[src/logic/cold_load_consts.vh]
// Constants for the cold load pickup block: register map, field positions,
// reset values and time-base figures. Definitions only.
`ifndef COLD_LOAD_CONSTS_VH
`define COLD_LOAD_CONSTS_VH

// Register offsets (byte addresses)
`define CLP_ADDR_CTRL 8'h00
`define CLP_ADDR_LOADOFF 8'h04
`define CLP_ADDR_SETTLE 8'h08
`define CLP_ADDR_MAXBLK 8'h0C
`define CLP_ADDR_STATUS 8'h10
`define CLP_ADDR_IRQ_STAT 8'h14
`define CLP_ADDR_IRQ_MASK 8'h18

// Control register fields
`define CLP_CTRL_MODE_LO 0
`define CLP_CTRL_MODE_HI 1
`define CLP_CTRL_ON 2
`define CLP_CTRL_EXT_USE 3
`define CLP_CTRL_INT_USE 4

// Detection modes
`define CLP_MODE_BREAKER 2'h0
`define CLP_MODE_UNDER 2'h1
`define CLP_MODE_AND 2'h2
`define CLP_MODE_OR 2'h3

// Interrupt status bits
`define CLP_EV_ENABLE_RISE 0
`define CLP_EV_ENABLE_FALL 1
`define CLP_EV_MAXBLK_EXP 2
`define CLP_EV_BLOCKED 3
`define CLP_EV_WIDTH 4

// Reset values
`define CLP_CTRL_RESET 5'h04
`define CLP_LOADOFF_RESET 16'h000A
`define CLP_SETTLE_RESET 16'h0005
`define CLP_MAXBLK_RESET 16'h0032
`define CLP_MASK_RESET 4'h0

// Time base
`define CLP_CLOCK_PERIOD_NS 10
`define CLP_TICK_PERIOD_NS 1000000
`define CLP_TICK_CYCLES (`CLP_TICK_PERIOD_NS / `CLP_CLOCK_PERIOD_NS)

`endif

[src/logic/cold_load_tick.v]
// Time-base tick generator: one-cycle pulse every TICK_CYCLES clocks.
// Assumes a single free-running clock and asynchronous active-low reset.
`timescale 1ns/1ps
module cold_load_tick #(
    parameter [31:0] TICK_CYCLES = 32'h0001_86A0
) (
    // Clock and reset
    input wire clock_in,
    input wire rst_n_in,
    // Tick
    output reg tick_out
);
    reg [31:0] count_reg;

    always @(posedge clock_in or negedge rst_n_in)
    begin
        if (!rst_n_in)
        begin
            count_reg <= 32'h0000_0000;
            tick_out <= 1'b0;
        end
        else if (count_reg >= TICK_CYCLES - 32'h0000_0001)
        begin
            count_reg <= 32'h0000_0000;
            tick_out <= 1'b1;
        end
        else
        begin
            count_reg <= count_reg + 32'h0000_0001;
            tick_out <= 1'b0;
        end
    end
endmodule // cold_load_tick

[src/logic/cold_load_timer.v]
// Tick-counting timer against a register-held duration.
// Assumes tick_in is a one-cycle pulse; clear_in holds the timer at zero.
`timescale 1ns/1ps
module cold_load_timer #(
    parameter WIDTH = 16
) (
    // Clock and reset
    input wire clock_in,
    input wire rst_n_in,
    // Control
    input wire clear_in,
    input wire tick_in,
    input wire [WIDTH-1:0] duration_in,
    // Result
    output reg expired_out
);
    reg [WIDTH-1:0] count_reg;

    always @(posedge clock_in or negedge rst_n_in)
    begin
        if (!rst_n_in)
        begin
            count_reg <= {WIDTH{1'b0}};
            expired_out <= 1'b0;
        end
        else if (clear_in)
        begin
            count_reg <= {WIDTH{1'b0}};
            expired_out <= 1'b0;
        end
        else if (tick_in && !expired_out)
        begin
            if (count_reg + 1'b1 >= duration_in)
                expired_out <= 1'b1;
            else
                count_reg <= count_reg + 1'b1;
        end
    end
endmodule // cold_load_timer

[src/logic/cold_load_pickup.v]
// Cold load pickup: detects warm-to-cold load, raises an enable after a
// load-off delay, ends it through the inrush/settle path or max-block timer.
// Assumes comparator and breaker inputs synchronous to clock_in.
//
// Summary of operation
// - Four detection modes: breaker, undercurrent, AND, OR
// - Cold transition starts the load-off delay timer
// - Load-off expiry asserts the cold load enable
// - Cold condition ending starts the inrush detector
// - Inrush present when current exceeds inrush threshold
// - Inrush finished when current falls to 90 percent
// - Settle timer starts once inrush has diminished
// - Enable ends via inrush path after settle expiry
// - Max-block timer parallel to inrush detector ends enable
// - Max-block stops after current low for settle time
// - Selectable external or internal block inhibits function
// - Running auto-reclose blocks the function automatically
// - Only an enable signal, never a trip
// - Breaker open, no current: enable and undercurrent shown
//
// Decided for this implementation: strobed register access and the register addresses.
`timescale 1ns/1ps
`include "cold_load_consts.vh"
module cold_load_pickup #(
    parameter [31:0] TICK_CYCLES = `CLP_TICK_CYCLES,
    parameter TIMER_WIDTH = 16
) (
    // Clock and reset
    input wire clock_in,
    input wire rst_n_in,
    // Register port
    input wire [7:0] addr_in,
    input wire [31:0] wr_data_in,
    input wire wr_strobe_in,
    input wire rd_strobe_in,
    output reg [31:0] rd_data_out,
    // Measurement and breaker
    input wire breaker_position_in,
    input wire undercurrent_in,
    input wire above_inrush_in,
    input wire below_inrush_90_in,
    // Blocking
    input wire ext_block_in,
    input wire int_block_in,
    input wire auto_reclose_running_in,
    // Status and interrupt
    output reg cold_load_enable_out,
    output reg undercurrent_indication_out,
    output reg inrush_present_out,
    output reg irq_out
);
    localparam [3:0] ST_WARM = 4'b0001;
    localparam [3:0] ST_LOADOFF = 4'b0010;
    localparam [3:0] ST_COLD = 4'b0100;
    localparam [3:0] ST_RELEASE = 4'b1000;

    reg [4:0] ctrl_reg;
    reg [TIMER_WIDTH-1:0] loadoff_reg;
    reg [TIMER_WIDTH-1:0] settle_reg;
    reg [TIMER_WIDTH-1:0] maxblk_reg;
    reg [`CLP_EV_WIDTH-1:0] irq_stat_reg;
    reg [`CLP_EV_WIDTH-1:0] irq_stat_next;
    reg [`CLP_EV_WIDTH-1:0] irq_mask_reg;
    reg [3:0] state_reg;
    reg [3:0] state_next;
    reg breaker_reg;
    reg under_reg;
    reg above_reg;
    reg below90_reg;
    reg blocked_reg;
    reg inrush_next;
    reg [31:0] rd_next;
    reg [`CLP_EV_WIDTH-1:0] events;
    wire tick;
    wire loadoff_exp;
    wire settle_exp;
    wire maxblk_exp;
    wire cold;
    wire blocked;
    wire enable_next;

    // Cold condition per selected mode
    function cold_detect;
        input [1:0] mode;
        input brk_open;
        input under;
        begin
            case (mode)
                `CLP_MODE_BREAKER: cold_detect = brk_open;
                `CLP_MODE_UNDER: cold_detect = under;
                `CLP_MODE_AND: cold_detect = brk_open & under;
                default: cold_detect = brk_open | under;
            endcase
        end
    endfunction

    cold_load_tick #(
        .TICK_CYCLES(TICK_CYCLES)
    ) tick_gen (
        .clock_in(clock_in),
        .rst_n_in(rst_n_in),
        .tick_out(tick)
    );

    // Comparator results latched on the tick only
    always @(posedge clock_in or negedge rst_n_in)
    begin
        if (!rst_n_in)
        begin
            breaker_reg <= 1'b0;
            under_reg <= 1'b0;
            above_reg <= 1'b0;
            below90_reg <= 1'b0;
        end
        else if (tick)
        begin
            breaker_reg <= breaker_position_in;
            under_reg <= undercurrent_in;
            above_reg <= above_inrush_in;
            below90_reg <= below_inrush_90_in;
        end
    end

    assign cold = cold_detect(ctrl_reg[`CLP_CTRL_MODE_HI:`CLP_CTRL_MODE_LO], breaker_reg, under_reg);

    // Block sources; auto-reclose always blocks
    assign blocked = !ctrl_reg[`CLP_CTRL_ON]
        | (ctrl_reg[`CLP_CTRL_EXT_USE] & ext_block_in)
        | (ctrl_reg[`CLP_CTRL_INT_USE] & int_block_in)
        | auto_reclose_running_in;

    cold_load_timer #(
        .WIDTH(TIMER_WIDTH)
    ) loadoff_timer (
        .clock_in(clock_in),
        .rst_n_in(rst_n_in),
        .clear_in(blocked | (state_reg != ST_LOADOFF)),
        .tick_in(tick),
        .duration_in(loadoff_reg),
        .expired_out(loadoff_exp)
    );

    cold_load_timer #(
        .WIDTH(TIMER_WIDTH)
    ) settle_timer (
        .clock_in(clock_in),
        .rst_n_in(rst_n_in),
        .clear_in(blocked | (state_reg != ST_RELEASE) | !below90_reg | inrush_present_out),
        .tick_in(tick),
        .duration_in(settle_reg),
        .expired_out(settle_exp)
    );

    cold_load_timer #(
        .WIDTH(TIMER_WIDTH)
    ) maxblk_timer (
        .clock_in(clock_in),
        .rst_n_in(rst_n_in),
        .clear_in(blocked | (state_reg != ST_RELEASE)),
        .tick_in(tick),
        .duration_in(maxblk_reg),
        .expired_out(maxblk_exp)
    );

    // Sequence control
    always @*
    begin
        state_next = state_reg;
        case (state_reg)
            ST_WARM:
            begin
                if (cold)
                    state_next = ST_LOADOFF;
            end
            ST_LOADOFF:
            begin
                if (!cold)
                    state_next = ST_WARM;
                else if (loadoff_exp)
                    state_next = ST_COLD;
            end
            ST_COLD:
            begin
                if (!cold)
                    state_next = ST_RELEASE;
            end
            ST_RELEASE:
            begin
                if (cold)
                    state_next = ST_COLD;
                else if (settle_exp)
                    state_next = ST_WARM;
                else if (maxblk_exp)
                    state_next = ST_WARM;
            end
            default:
            begin
                state_next = ST_WARM;
            end
        endcase
        if (blocked)
            state_next = ST_WARM;
    end

    assign enable_next = (state_next == ST_COLD) | (state_next == ST_RELEASE);

    // Inrush detector with hysteresis
    always @*
    begin
        inrush_next = 1'b0;
        if (state_next == ST_RELEASE)
        begin
            if (above_reg)
                inrush_next = 1'b1;
            else if (below90_reg)
                inrush_next = 1'b0;
            else
                inrush_next = inrush_present_out;
        end
    end

    // Interrupt events
    always @*
    begin
        events = {`CLP_EV_WIDTH{1'b0}};
        events[`CLP_EV_ENABLE_RISE] = enable_next & !cold_load_enable_out;
        events[`CLP_EV_ENABLE_FALL] = !enable_next & cold_load_enable_out;
        events[`CLP_EV_MAXBLK_EXP] = (state_reg == ST_RELEASE) & maxblk_exp & !settle_exp & !cold & !blocked;
        events[`CLP_EV_BLOCKED] = blocked & !blocked_reg;
        irq_stat_next = irq_stat_reg;
        if (rd_strobe_in && addr_in == `CLP_ADDR_IRQ_STAT)
            irq_stat_next = {`CLP_EV_WIDTH{1'b0}};
        irq_stat_next = irq_stat_next | events;
    end

    // Register read mux
    always @*
    begin
        rd_next = 32'h0000_0000;
        case (addr_in)
            `CLP_ADDR_CTRL: rd_next[4:0] = ctrl_reg;
            `CLP_ADDR_LOADOFF: rd_next[TIMER_WIDTH-1:0] = loadoff_reg;
            `CLP_ADDR_SETTLE: rd_next[TIMER_WIDTH-1:0] = settle_reg;
            `CLP_ADDR_MAXBLK: rd_next[TIMER_WIDTH-1:0] = maxblk_reg;
            `CLP_ADDR_STATUS: rd_next[8:0] = {blocked_reg, inrush_present_out,
                undercurrent_indication_out, cold_load_enable_out, state_reg};
            `CLP_ADDR_IRQ_STAT: rd_next[`CLP_EV_WIDTH-1:0] = irq_stat_reg;
            `CLP_ADDR_IRQ_MASK: rd_next[`CLP_EV_WIDTH-1:0] = irq_mask_reg;
            default: rd_next = 32'h0000_0000;
        endcase
    end

    // Register writes
    always @(posedge clock_in or negedge rst_n_in)
    begin
        if (!rst_n_in)
        begin
            ctrl_reg <= `CLP_CTRL_RESET;
            loadoff_reg <= `CLP_LOADOFF_RESET;
            settle_reg <= `CLP_SETTLE_RESET;
            maxblk_reg <= `CLP_MAXBLK_RESET;
            irq_mask_reg <= `CLP_MASK_RESET;
        end
        else if (wr_strobe_in)
        begin
            case (addr_in)
                `CLP_ADDR_CTRL: ctrl_reg <= wr_data_in[4:0];
                `CLP_ADDR_LOADOFF: loadoff_reg <= wr_data_in[TIMER_WIDTH-1:0];
                `CLP_ADDR_SETTLE: settle_reg <= wr_data_in[TIMER_WIDTH-1:0];
                `CLP_ADDR_MAXBLK: maxblk_reg <= wr_data_in[TIMER_WIDTH-1:0];
                `CLP_ADDR_IRQ_MASK: irq_mask_reg <= wr_data_in[`CLP_EV_WIDTH-1:0];
                default: irq_mask_reg <= irq_mask_reg;
            endcase
        end
    end

    // State and registered outputs; no trip output exists
    always @(posedge clock_in or negedge rst_n_in)
    begin
        if (!rst_n_in)
        begin
            state_reg <= ST_WARM;
            blocked_reg <= 1'b0;
            cold_load_enable_out <= 1'b0;
            undercurrent_indication_out <= 1'b0;
            inrush_present_out <= 1'b0;
            irq_stat_reg <= {`CLP_EV_WIDTH{1'b0}};
            irq_out <= 1'b0;
            rd_data_out <= 32'h0000_0000;
        end
        else
        begin
            state_reg <= state_next;
            blocked_reg <= blocked;
            cold_load_enable_out <= enable_next;
            undercurrent_indication_out <= under_reg;
            inrush_present_out <= inrush_next;
            irq_stat_reg <= irq_stat_next;
            irq_out <= |(irq_stat_next & irq_mask_reg);
            rd_data_out <= rd_strobe_in ? rd_next : 32'h0000_0000;
        end
    end
endmodule // cold_load_pickup

[config.mk]
export PLATFORM = sky130hd
export DESIGN_NAME = cold_load_pickup
export DESIGN_NICKNAME = d
export VERILOG_FILES = /design/src/logic/cold_load_tick.v /design/src/logic/cold_load_timer.v /design/src/logic/cold_load_pickup.v
export VERILOG_INCLUDE_DIRS = /design/src /design/src/logic
export SDC_FILE = /design/constraint.sdc
export NUM_CORES = 1
export LEC_CHECK = 0
export BUFFER_PORTS_ARGS = -buffer_cell sky130_fd_sc_hd__buf_4
export CAP_MARGIN = 20
export CORE_UTILIZATION = 49
export DETAILED_ROUTE_END_ITERATION = 6
export GPL_ROUTABILITY_DRIVEN = 0
export PLACE_DENSITY_LB_ADDON = 0.08
export SLEW_MARGIN = 20
export SYNTH_ARGS = -nofsm -noshare
export SYNTH_HDL_FRONTEND = slang
export SYNTH_HIERARCHICAL = 1
export SYNTH_SLANG_ARGS = --single-unit
[constraint.sdc]
create_clock -name clock_in -period 4.1 [get_ports clock_in]
set_clock_uncertainty 0.2 [all_clocks]
set_input_delay 0.41 -clock clock_in [delete_from_list [all_inputs] [get_ports clock_in]]
set_output_delay 0.41 -clock clock_in [all_outputs]
set_load 0.01 [all_outputs]
==> results.sh, run 1 <==
export IMPL_p_leak_nw=4.77
export IMPL_rr_startpoint="maxblk_timer/count_reg[0]"
export IMPL_fin_crit_ns=3.60
export IMPL_place_ws_ns=0.557
export IMPL_p_sw_share_pct=26.7
export IMPL_slew_headroom_pct=50.6
export IMPL_power_mw=3.84
export IMPL_cp_data_required_time_ns=4.25
export IMPL_drv_slew=0
export IMPL_startpoint_type="flip-flop"
export IMPL_drt_iter0_markers=355
export IMPL_setup_tns_ns=0
export IMPL_path_cells="ha_1 -> nand4_1 -> nor3_1 -> nand3_1 -> xnor2_1 -> ha_1 -> and4_1 -> a21oi_1 -> nand3_1 -> buf_4 -> or4_1 -> a21oi_1"
export IMPL_crit_slowest_cell="or4_1"
export IMPL_yosys_warnings=6
export IMPL_critPathCapture="maxblk_timer/count_reg[10]"
export IMPL_intPower_mw=2.82
export IMPL_avgSynthCellArea_um2=10.3
export IMPL_instances_no_fill=1311
export IMPL_start_util_pct=50.7
export IMPL_postRouteWirelength_mm=22.6
export IMPL_grt_pass1_vias=7184
export IMPL_holdWs_ns=0.0194
export IMPL_remaining_drc_errors=0
export IMPL_ff2ff_path_depth=12
export IMPL_grt_ovfl_total=0
export IMPL_ant_nets=0
export IMPL_finish_instance_area_mm2=0.0112
export IMPL_hold_viol=0
export IMPL_grt_usage_pct=23.2
export IMPL_clkPwrFrac_pct=44.3
export IMPL_drive_above_1_share_pct=18.3
export IMPL_synthFlopType="dfrtp_1"
export IMPL_io_pins=87
export IMPL_path_class="reg -> reg"
export IMPL_setup_worst_path_start="maxblk_timer/count_reg[0]"
export IMPL_grt_setup_unrepaired="no"
export IMPL_syn_area_mm2=0.0100
export IMPL_portBuffers=54
export IMPL_rows=51
export IMPL_cts_clk_slew_worst_paths_ns=0.07
export IMPL_final_common_cell="dfrtp_1"
export IMPL_post_cts_buffers=0
export IMPL_via_per_inst=5.63
export IMPL_cts_buffers=17
export IMPL_switchingPower_mw=1.03
export IMPL_synth_top_area_share_pct=41.3
export IMPL_seq_area_frac_synth_pct=43.7
export IMPL_clockBufferDepth=2
export IMPL_dieArea_mm2=0.0210
export IMPL_min_path_cells=2
export IMPL_vias=7379
export IMPL_setup_ws_ns=0.502
export IMPL_htree_levels=4
export IMPL_ff2ff_setup_slack_ns=0.50
export IMPL_r2r_end="maxblk_timer/count_reg[10]"
export IMPL_worstHoldPathType="in -> reg"
export IMPL_synth_seq_cells=174
export IMPL_vdd_drop_max_uv=242
export IMPL_path_buf_inv=1
export IMPL_p_comb_share_pct=9.0
export IMPL_grt_max_degree=78
export IMPL_largest_reg_flops=32
export IMPL_post_dp_hpwl_mm=16.2
export IMPL_grt_pass1_wl_mm=36.9
export IMPL_dp_cells=1275
export IMPL_max_freq_mhz=278
export IMPL_drv_cap=0
export IMPL_syn_to_final_growth_pct=12.4
export IMPL_synth_edf_count=0
export IMPL_clockRootBuffer="clkbuf_16"
export IMPL_insertion_delay_ns=0.43
export IMPL_mostFrequentLayoutCells="dfrtp_1, a21oi_1, inv_1"
export IMPL_placed_area_mm2=0.0106
export IMPL_final_util_pct=57.0
export IMPL_cellPowerDensity_mw_per_mm2=342
export IMPL_cp_depth=12
export IMPL_avgRoutedWirePerCell_um=17.2
export IMPL_synth_cells=975
export IMPL_end_kind="flip-flop"
export IMPL_synth_distinct_cells=69
export IMPL_async_flop_share_pct=100
export IMPL_worst_endpoint_arrival_ns=3.75
export IMPL_status="finished, final reports clean"
export IMPL_cts_tree="built"
export IMPL_antenna_found_initial=0
export IMPL_core_mm2=0.0197
export IMPL_fin_nets=1136
export IMPL_worstMarginPinSlew_ns=0.741
export IMPL_clkSinkCount=174
export IMPL_dr_pass1_iters=4
export IMPL_yosysTopAreaCell="dfrtp_1"
export IMPL_synth_area_leaders="dfrtp_1, ha_1, mux2_2"
export IMPL_antennaDiodeCount=0
export IMPL_die_h_um=145
export IMPL_worstPathMaxFanout=32
export IMPL_setup_viol=0
export IMPL_power_frac_seq_pct=46.7
export IMPL_die_w_um=145
export IMPL_cpLargestDelayFamily="simple AND/OR/NAND/NOR gates"
export IMPL_post_route_period_util_pct=87.7
export IMPL_critPathMaxStageDelay_ns=0.50
## area by class of cell
class	count	area [µm²]
clock inverters	15	194
clock buffers	17	425
inverters	67	251
flip-flops and latches	174	4370
well taps	265	332
fillers	1790	8480
repair buffers	68	537
multi-input cells	705	5130
## synth_stat cells, types with 7 or more instances
cell type    n
nor4_1       9
nand2b_1     9
and2_1       7
and3_1       9
a21oi_1     80
nor3_1      14
dfrtp_1    165
dfstp_2      9
mux2_2      50
or3_1       10
buf_2       12
nor2_1      46
buf_4       19
mux2_4      10
ha_1        52
nand4_1     19
clkbuf_1    16
nand3_1     37
a22oi_1     14
inv_1       67
or4_1       43
nand2_1     54
xnor2_1     53
o31ai_1     42
o21ai_0     19
## layer usage
layer	share of wire [%]	global-route usage (%)	vias up
met3	3.2	4.05	11
met1	49	32.5	3611
li1	-	-	3645
met4	0.71	4.65	0
met5	0	0	-
met2	47	37.6	112
## power groups by stage
stage	Combinational, mW	Clock (mW)	Sequential [mW]
2_1_floorplan	0.255	0	1.82
3_3_place_gp	0.339	0	1.83
3_5_place_dp	0.346	0	1.83
4_1_cts	0.349	1.74	1.79
5_1_grt	0.391	1.81	1.80
6_report	0.346	1.70	1.80
## worst register-to-register path, stage by stage, from the launching register on
cell,delay (ns)
dfrtp_1,0.48
ha_1,0.32
nand4_1,0.17
nor3_1,0.25
nand3_1,0.20
xnor2_1,0.22
ha_1,0.27
and4_1,0.21
a21oi_1,0.19
nand3_1,0.10
buf_4,0.24
or4_1,0.51
a21oi_1,0.18
## worst min path at each step
stage                                   start                           to  slack, ns
final                     breaker_position_in                  breaker_reg       0.02
after global routing      breaker_position_in                  breaker_reg      0.006
after CTS                 breaker_position_in                  breaker_reg      0.004
after detailed placement            under_reg  undercurrent_indication_out       0.19
after global placement              under_reg  undercurrent_indication_out       0.19
after floorplan                      rst_n_in                    above_reg      -0.09
## kinds of logic after synthesis
logic type / after synthesis / synth area share (%)
AND/OR/NAND/NOR: 296 / 17.5
AO/OA/AOI/OAI: 203 / 13.4
flip-flops: 174 / 43.7
buffers and inverters: 125 / 6.13
multiplexers: 64 / 7.53
XOR/XNOR: 59 / 5.17
adder cells (fa/ha/maj): 52 / 6.51
other: 2 / 0.0751
## what timing repair did
| action | in CTS | in global routing |
|---|---|---|
| hold buffers | 4 | 0 |
| gates resized for setup | 0 | 0 |
| endpoints found under the setup margin | 0 | 0 |
| endpoints found under the hold margin | 71 | 0 |
Note: power is estimated with default switching activity, not from simulation.
==> run 2, diff against run 1 <==
Settings changed: ABC_AREA set to 1.
==> run 2 against run 1 <==
  * Critical path type unchanged
  * Die area rose by 7.8%
  * Wire length rose by 11%
  * Highest routed layer unchanged
  * Count of clock-buffer cells in the layout did not move
==> results.sh, run 2 <==
export IMPL_clockBufferDepth=2
export IMPL_end_kind="flip-flop"
export IMPL_cts_tree="built"
export IMPL_p_leak_nw=6.12
export IMPL_ff2ff_setup_slack_ns=1.04
export IMPL_setup_tns_ns=0
export IMPL_synth_top_area_share_pct=38.3
export IMPL_yosys_top_cells_count="nand2_1, inv_1, dfrtp_1"
export IMPL_largest_reg_flops=32
export IMPL_cp_data_required_time_ns=4.28
export IMPL_setup_viol=0
export IMPL_vdd_drop_max_uv=270
export IMPL_hold_viol=0
export IMPL_postRouteWirelength_mm=25.1
export IMPL_start_util_pct=50.7
export IMPL_drt_iter0_markers=609
export IMPL_fin_nets=1572
export IMPL_remaining_drc_errors=0
export IMPL_finish_instance_area_mm2=0.0120
export IMPL_grt_ovfl_total=0
export IMPL_synth_area_leaders="dfrtp_1, nand2_1, inv_1"
export IMPL_cts_resized=0
export IMPL_antennaDiodeCount=0
export IMPL_drive_above_1_share_pct=17.3
export IMPL_drv_cap=0
export IMPL_power_mw=3.76
export IMPL_post_cts_buffers=0
export IMPL_grt_usage_pct=24.0
export IMPL_avgRoutedWirePerCell_um=14.3
export IMPL_grt_pass1_vias=8289
export IMPL_ant_nets=0
export IMPL_fill_cells=2001
export IMPL_synthFlopType="dfrtp_1"
export IMPL_status="finished, final reports clean"
export IMPL_yosysTopAreaCell="dfrtp_1"
export IMPL_yosys_warnings=6
export IMPL_synth_cells=1401
export IMPL_startpoint_type="flip-flop"
export IMPL_post_route_period_util_pct=74.6
export IMPL_dp_cells=1716
export IMPL_avgSynthCellArea_um2=7.70
export IMPL_syn_area_mm2=0.0108
export IMPL_path_class="reg -> reg"
export IMPL_placed_area_mm2=0.0113
export IMPL_grt_max_degree=94
export IMPL_max_freq_mhz=327
export IMPL_yosysMostFrequentCell="nand2_1"
export IMPL_worstHoldPathType="in -> reg"
export IMPL_antenna_found_initial=0
export IMPL_grt_pass1_wl_mm=41.8
export IMPL_grt_setup_unrepaired="no"
export IMPL_cts_buffers=17
export IMPL_drv_slew=0
export IMPL_clkSinkCount=174
export IMPL_synth_distinct_cells=46
export IMPL_core_mm2=0.0213
export IMPL_synth_seq_cells=174
export IMPL_io_pins=87
export IMPL_mostFrequentLayoutCells="nand2_1, inv_1, dfrtp_1"
export IMPL_dr_pass1_iters=5
export IMPL_rows=53
export IMPL_dieArea_mm2=0.0226
export IMPL_slew_headroom_pct=40.9
export IMPL_die_w_um=150
export IMPL_final_common_cell="nand2_1"
export IMPL_portBuffers=54
export IMPL_worst_endpoint_arrival_ns=3.24
export IMPL_cellPowerDensity_mw_per_mm2=315
export IMPL_via_per_inst=5.02
export IMPL_vias=8813
export IMPL_cts_clk_slew_worst_paths_ns=0.07
export IMPL_post_dp_hpwl_mm=18.5
export IMPL_async_flop_share_pct=100
export IMPL_worstPathMaxFanout=17
export IMPL_fin_crit_ns=3.06
export IMPL_die_h_um=150
export IMPL_htree_levels=4
export IMPL_worstMarginPinSlew_ns=0.886
export IMPL_insertion_delay_ns=0.44
export IMPL_clockRootBuffer="clkbuf_16"
export IMPL_synth_edf_count=0
export IMPL_seq_area_frac_synth_pct=40.5
export IMPL_syn_to_final_growth_pct=10.9
export IMPL_instances_no_fill=1757
[run 2: changes by cell type after synthesis, sizes merged, moves of 14 or more]
cell	previous run	this run
a21oi	80	27
a22oi	14	0
inv	67	223
mux2	60	2
nand2	57	441
nand3	40	105
nor2	47	144
o21ai	19	77
o31ai	42	0
or4	44	0
xnor2	53	5
xor2	6	22
[run 2: area by class of cell]
cell class | instances | area, µm² | share of cell area [%]
Tap cell | 275 | 344 | 2.88
Inverter | 227 | 861 | 7.20
Timing Repair Buffer | 68 | 549 | 4.59
Clock inverter | 15 | 160 | 1.34
Multi-Input combinational cell | 981 | 5260 | 44.0
Sequential cell | 174 | 4370 | 36.5
Clock buffer | 17 | 425 | 3.56
[run 2: kinds of logic (layout without fill, tap and decap cells)]
logic type / after synthesis / in the layout / synth area share, %
multiplexers: 2 / 2 / 0.209
other: 2 / 31 / 0.0696
XOR/XNOR: 27 / 27 / 2.19
flip-flops: 174 / 174 / 40.5
buffers and inverters: 275 / 327 / 11.8
AND/OR/NAND/NOR: 742 / 742 / 32.5
adder cells (fa/ha/maj): 52 / 52 / 6.03
AO/OA/AOI/OAI: 127 / 127 / 6.75
[run 2: path summary, 6_finish.rpt]
kind / startpoint / endpoint / depth (start not counted)
worst max-delay path: loadoff_timer/count_reg[0] / loadoff_timer/count_reg[4] / 18
worst min-delay path: rd_strobe_in / rd_data_out[14] / 3
worst max register to register: loadoff_timer/count_reg[0] / loadoff_timer/count_reg[4] / 18
worst min register to register: under_reg / undercurrent_indication_out / 0
max in group asynchronous: rst_n_in / loadoff_reg[3] / 3
min in group asynchronous: rst_n_in / maxblk_timer/count_reg[15] / 2
[run 2: critical path: stages, from the launching register on]
cell	delay (ns)
dfrtp_1	0.43
ha_1	0.22
nand3_2	0.13
nor2_4	0.19
nand2_1	0.09
xor2_1	0.22
inv_1	0.07
ha_1	0.27
nand2_1	0.06
inv_1	0.04
nand2_1	0.06
nand2_1	0.04
nor2_1	0.09
nand2_1	0.10
nand2_2	0.10
nand3_4	0.22
nand2_4	0.31
nand2_1	0.09
nand2_1	0.06
[run 2: repair_timing]
| item | in CTS | in global routing |
|---|---|---|
| endpoints found under the setup margin | 0 | 0 |
| hold buffers | 9 | 0 |
| endpoints found under the hold margin | 99 | 0 |
[run 2: power by group]
group          internal (mW)  leakage (nW)  switching [mW]
Sequential              1.76          2.31          0.0303
Combinational          0.108          3.51           0.235
Clock                  0.823         0.292           0.805
Total                   2.69          6.12            1.07
[run 2: layer usage]
metal | global-route usage [%] | vias up | wire (µm)
li1 | - | 4460 | -
met1 | 34.1 | 4145 | 11900
met2 | 38.6 | 194 | 11700
met3 | 4.09 | 14 | 1280
met4 | 4.55 | 0 | 194
met5 | 0 | - | 0
[run 2: through the flow]
stage | worst slack (ns) | hold WS, ns | utilization (%)
after CTS | 1.04 | 0.0541 | 56.2
after detailed placement | 1.07 | 0.161 | 53.0
after global placement | 1.11 | 0.157 | 53.0
final | 1.04 | 0.0673 | 56.2
after floorplan | 1.57 | -0.0856 | -
after global routing | 0.765 | 0.0596 | 56.2
==> run 3, diff against run 2 <==
Clock period 4.1 ns to 3.2 ns, I/O delays scaled along.
==> run 3 against run 2 <==
  * Clock power increased by 28%
  * Count of clock-buffer cells in the layout increased by 1
  * Worst setup slack got worse by 0.73 ns
  * Utilization increased by 0.75 points
  * Wire length increased by 0.98%
  * Non-clock buffer count increased by 15
  * Global-route usage increased by 0.32 points
  * Via count increased by 0.35%
  * Sequential power increased by 28%
  * Sequential share of layout area decreased by 0.47 points
  * Hold slack got worse by 0.049 ns
  * Largest cell class unchanged
  * Largest power group unchanged
  * Highest routed layer unchanged
==> results.sh, run 3 (synthesis gave the netlist of run 2 again) <==
export IMPL_status="finished, final reports clean"
export IMPL_grt_usage_pct=24.4
export IMPL_top_layer_used="met4"
export IMPL_path_cells="ha_1 -> nand3_2 -> nor2_4 -> nand2_1 -> xor2_1 -> inv_1 -> ha_1 -> nand2_1 -> inv_1 -> nand2_1 -> nand2_1 -> nor2_1 -> nand2_1 -> nand2_2 -> nand3_4 -> nand2_4 -> nand2_1 -> nand2_1"
export IMPL_wl_met3_mm=1.15
export IMPL_grt_ovfl_total=0
export IMPL_cts_clk_slew_worst_paths_ns=0.07
export IMPL_dieArea_mm2=0.0226
export IMPL_postRouteWirelength_mm=25.3
export IMPL_cts_buffers=17
export IMPL_avgRoutedWirePerCell_um=14.3
export IMPL_hold_viol=0
export IMPL_final_common_cell="nand2_1"
export IMPL_syn_to_final_growth_pct=12.4
export IMPL_power_frac_seq_pct=47.1
export IMPL_drv_slew=0
export IMPL_p_comb_share_pct=10.2
export IMPL_p_leak_nw=6.18
export IMPL_post_route_period_util_pct=90.2
export IMPL_insertion_delay_ns=0.44
export IMPL_cpLargestDelayFamily="simple AND/OR/NAND/NOR gates"
export IMPL_setup_tns_ns=0
export IMPL_grt_max_degree=67
export IMPL_via_per_inst=4.99
export IMPL_grt_setup_unrepaired="no"
export IMPL_critPathMaxStageDelay_ns=0.45
export IMPL_slew_headroom_pct=54.4
export IMPL_htree_levels=4
export IMPL_crit_path_frequent_cell="nand2_1"
export IMPL_core_mm2=0.0213
export IMPL_instances_no_fill=1772
export IMPL_cts_tree="built"
export IMPL_clockBufferDepth=2
export IMPL_p_sw_share_pct=28.4
export IMPL_dr_pass1_iters=5
export IMPL_io_pins=87
export IMPL_path_buf_inv=2
export IMPL_worstHoldPathType="in -> reg"
export IMPL_fin_crit_ns=2.89
export IMPL_antenna_found_initial=1
export IMPL_antennaDiodeCount=0
export IMPL_end_kind="flip-flop"
export IMPL_remaining_drc_errors=0
export IMPL_worstPathMaxFanout=16
export IMPL_rows=53
export IMPL_drv_cap=0
export IMPL_fin_nets=1587
export IMPL_worstMarginPinSlew_ns=0.683
export IMPL_largest_reg_flops=32
export IMPL_post_dp_hpwl_mm=18.8
export IMPL_switchingPower_mw=1.38
export IMPL_max_freq_mhz=346
export IMPL_cp_data_required_time_ns=3.38
export IMPL_power_mw=4.88
export IMPL_cellPowerDensity_mw_per_mm2=403
export IMPL_vias=8844
export IMPL_intPower_mw=3.50
export IMPL_place_ws_ns=0.203
export IMPL_die_h_um=150
export IMPL_vdd_drop_max_uv=321
export IMPL_path_class="reg -> reg"
export IMPL_start_util_pct=50.7
export IMPL_dp_cells=1720
export IMPL_portBuffers=54
export IMPL_grt_pass1_vias=8494
export IMPL_setup_ws_ns=0.314
export IMPL_drt_iter0_markers=469
export IMPL_setup_viol=0
export IMPL_worst_endpoint_arrival_ns=3.07
export IMPL_met1_length_mm=12.0
export IMPL_clkPwrFrac_pct=42.7
export IMPL_grt_pass1_wl_mm=42.3
export IMPL_die_w_um=150
export IMPL_clockRootBuffer="clkbuf_16"
export IMPL_clkSinkCount=174
export IMPL_startpoint_type="flip-flop"
export IMPL_crit_slowest_cell="dfrtp_1"
export IMPL_ant_nets=0
export IMPL_wl_met2_mm=11.8
export IMPL_mostFrequentLayoutCells="nand2_1, inv_1, dfrtp_1"
export IMPL_drive_above_1_share_pct=17.6
==> run 3: worst paths after layout <==
kind / startpoint / end / slack (ns) / cells after the start
setup / recovery: loadoff_timer/count_reg[0] / loadoff_timer/count_reg[3] / 0.31 / 18
hold / removal: wr_data_in[7] / loadoff_reg[7] / 0.02 / 3
setup reg to reg: loadoff_timer/count_reg[0] / loadoff_timer/count_reg[3] / 0.31 / 18
hold reg to reg: under_reg / undercurrent_indication_out / 0.19 / 0
max in group asynchronous: rst_n_in / tick_gen/count_reg[26] / 1.76 / 3
min in group asynchronous: rst_n_in / maxblk_timer/count_reg[11] / 0.23 / 2
==> run 3: stage by stage <==
stage	hold slack, ns	util, %	instance area (µm²)
2_1_floorplan	-0.176	-	10900
3_3_place_gp	0.158	53.2	11300
3_5_place_dp	0.166	53.2	11300
4_1_cts	0.00275	56.8	12100
5_1_grt	0.00207	57.0	12100
6_report	0.0183	57.0	12100
==> run 3: repair_timing <==
action	4_1_cts	5_1_grt
endpoints found under the setup margin	0	16
gates resized for setup	0	2
setup buffers	0	3
hold buffers	17	0
hold endpoints to repair	89	0
==> run 3: final cells by class <==
class	count	area (µm²)
Clock buffer	18	429
Clock inverter	14	160
Fill cell	2031	9160
Inverter	227	861
Multi-Input combinational cell	981	5270
Sequential cell	174	4370
Tap cell	275	344
Timing Repair Buffer	83	694
==> run 3: power by group through the flow <==
stage | sequential (mW) | clock [mW] | combinational [mW]
2_1_floorplan | 2.33 | 0 | 0.292
3_5_place_dp | 2.34 | 0 | 0.458
4_1_cts | 2.30 | 2.15 | 0.475
6_report | 2.30 | 2.08 | 0.498
5_1_grt | 2.30 | 2.23 | 0.561
3_3_place_gp | 2.34 | 0 | 0.452
==> run 3: worst min-delay path, stage by stage <==
cell     delay (ns)
buf_4          0.07
inv_1          0.08
o21ai_1        0.14
==> run 3: routing by layer <==
metal	global-route usage, %	vias up
met4	6.72	0
met3	4.70	27
li1	-	4511
met5	0	-
met1	33.9	4116
met2	38.6	190
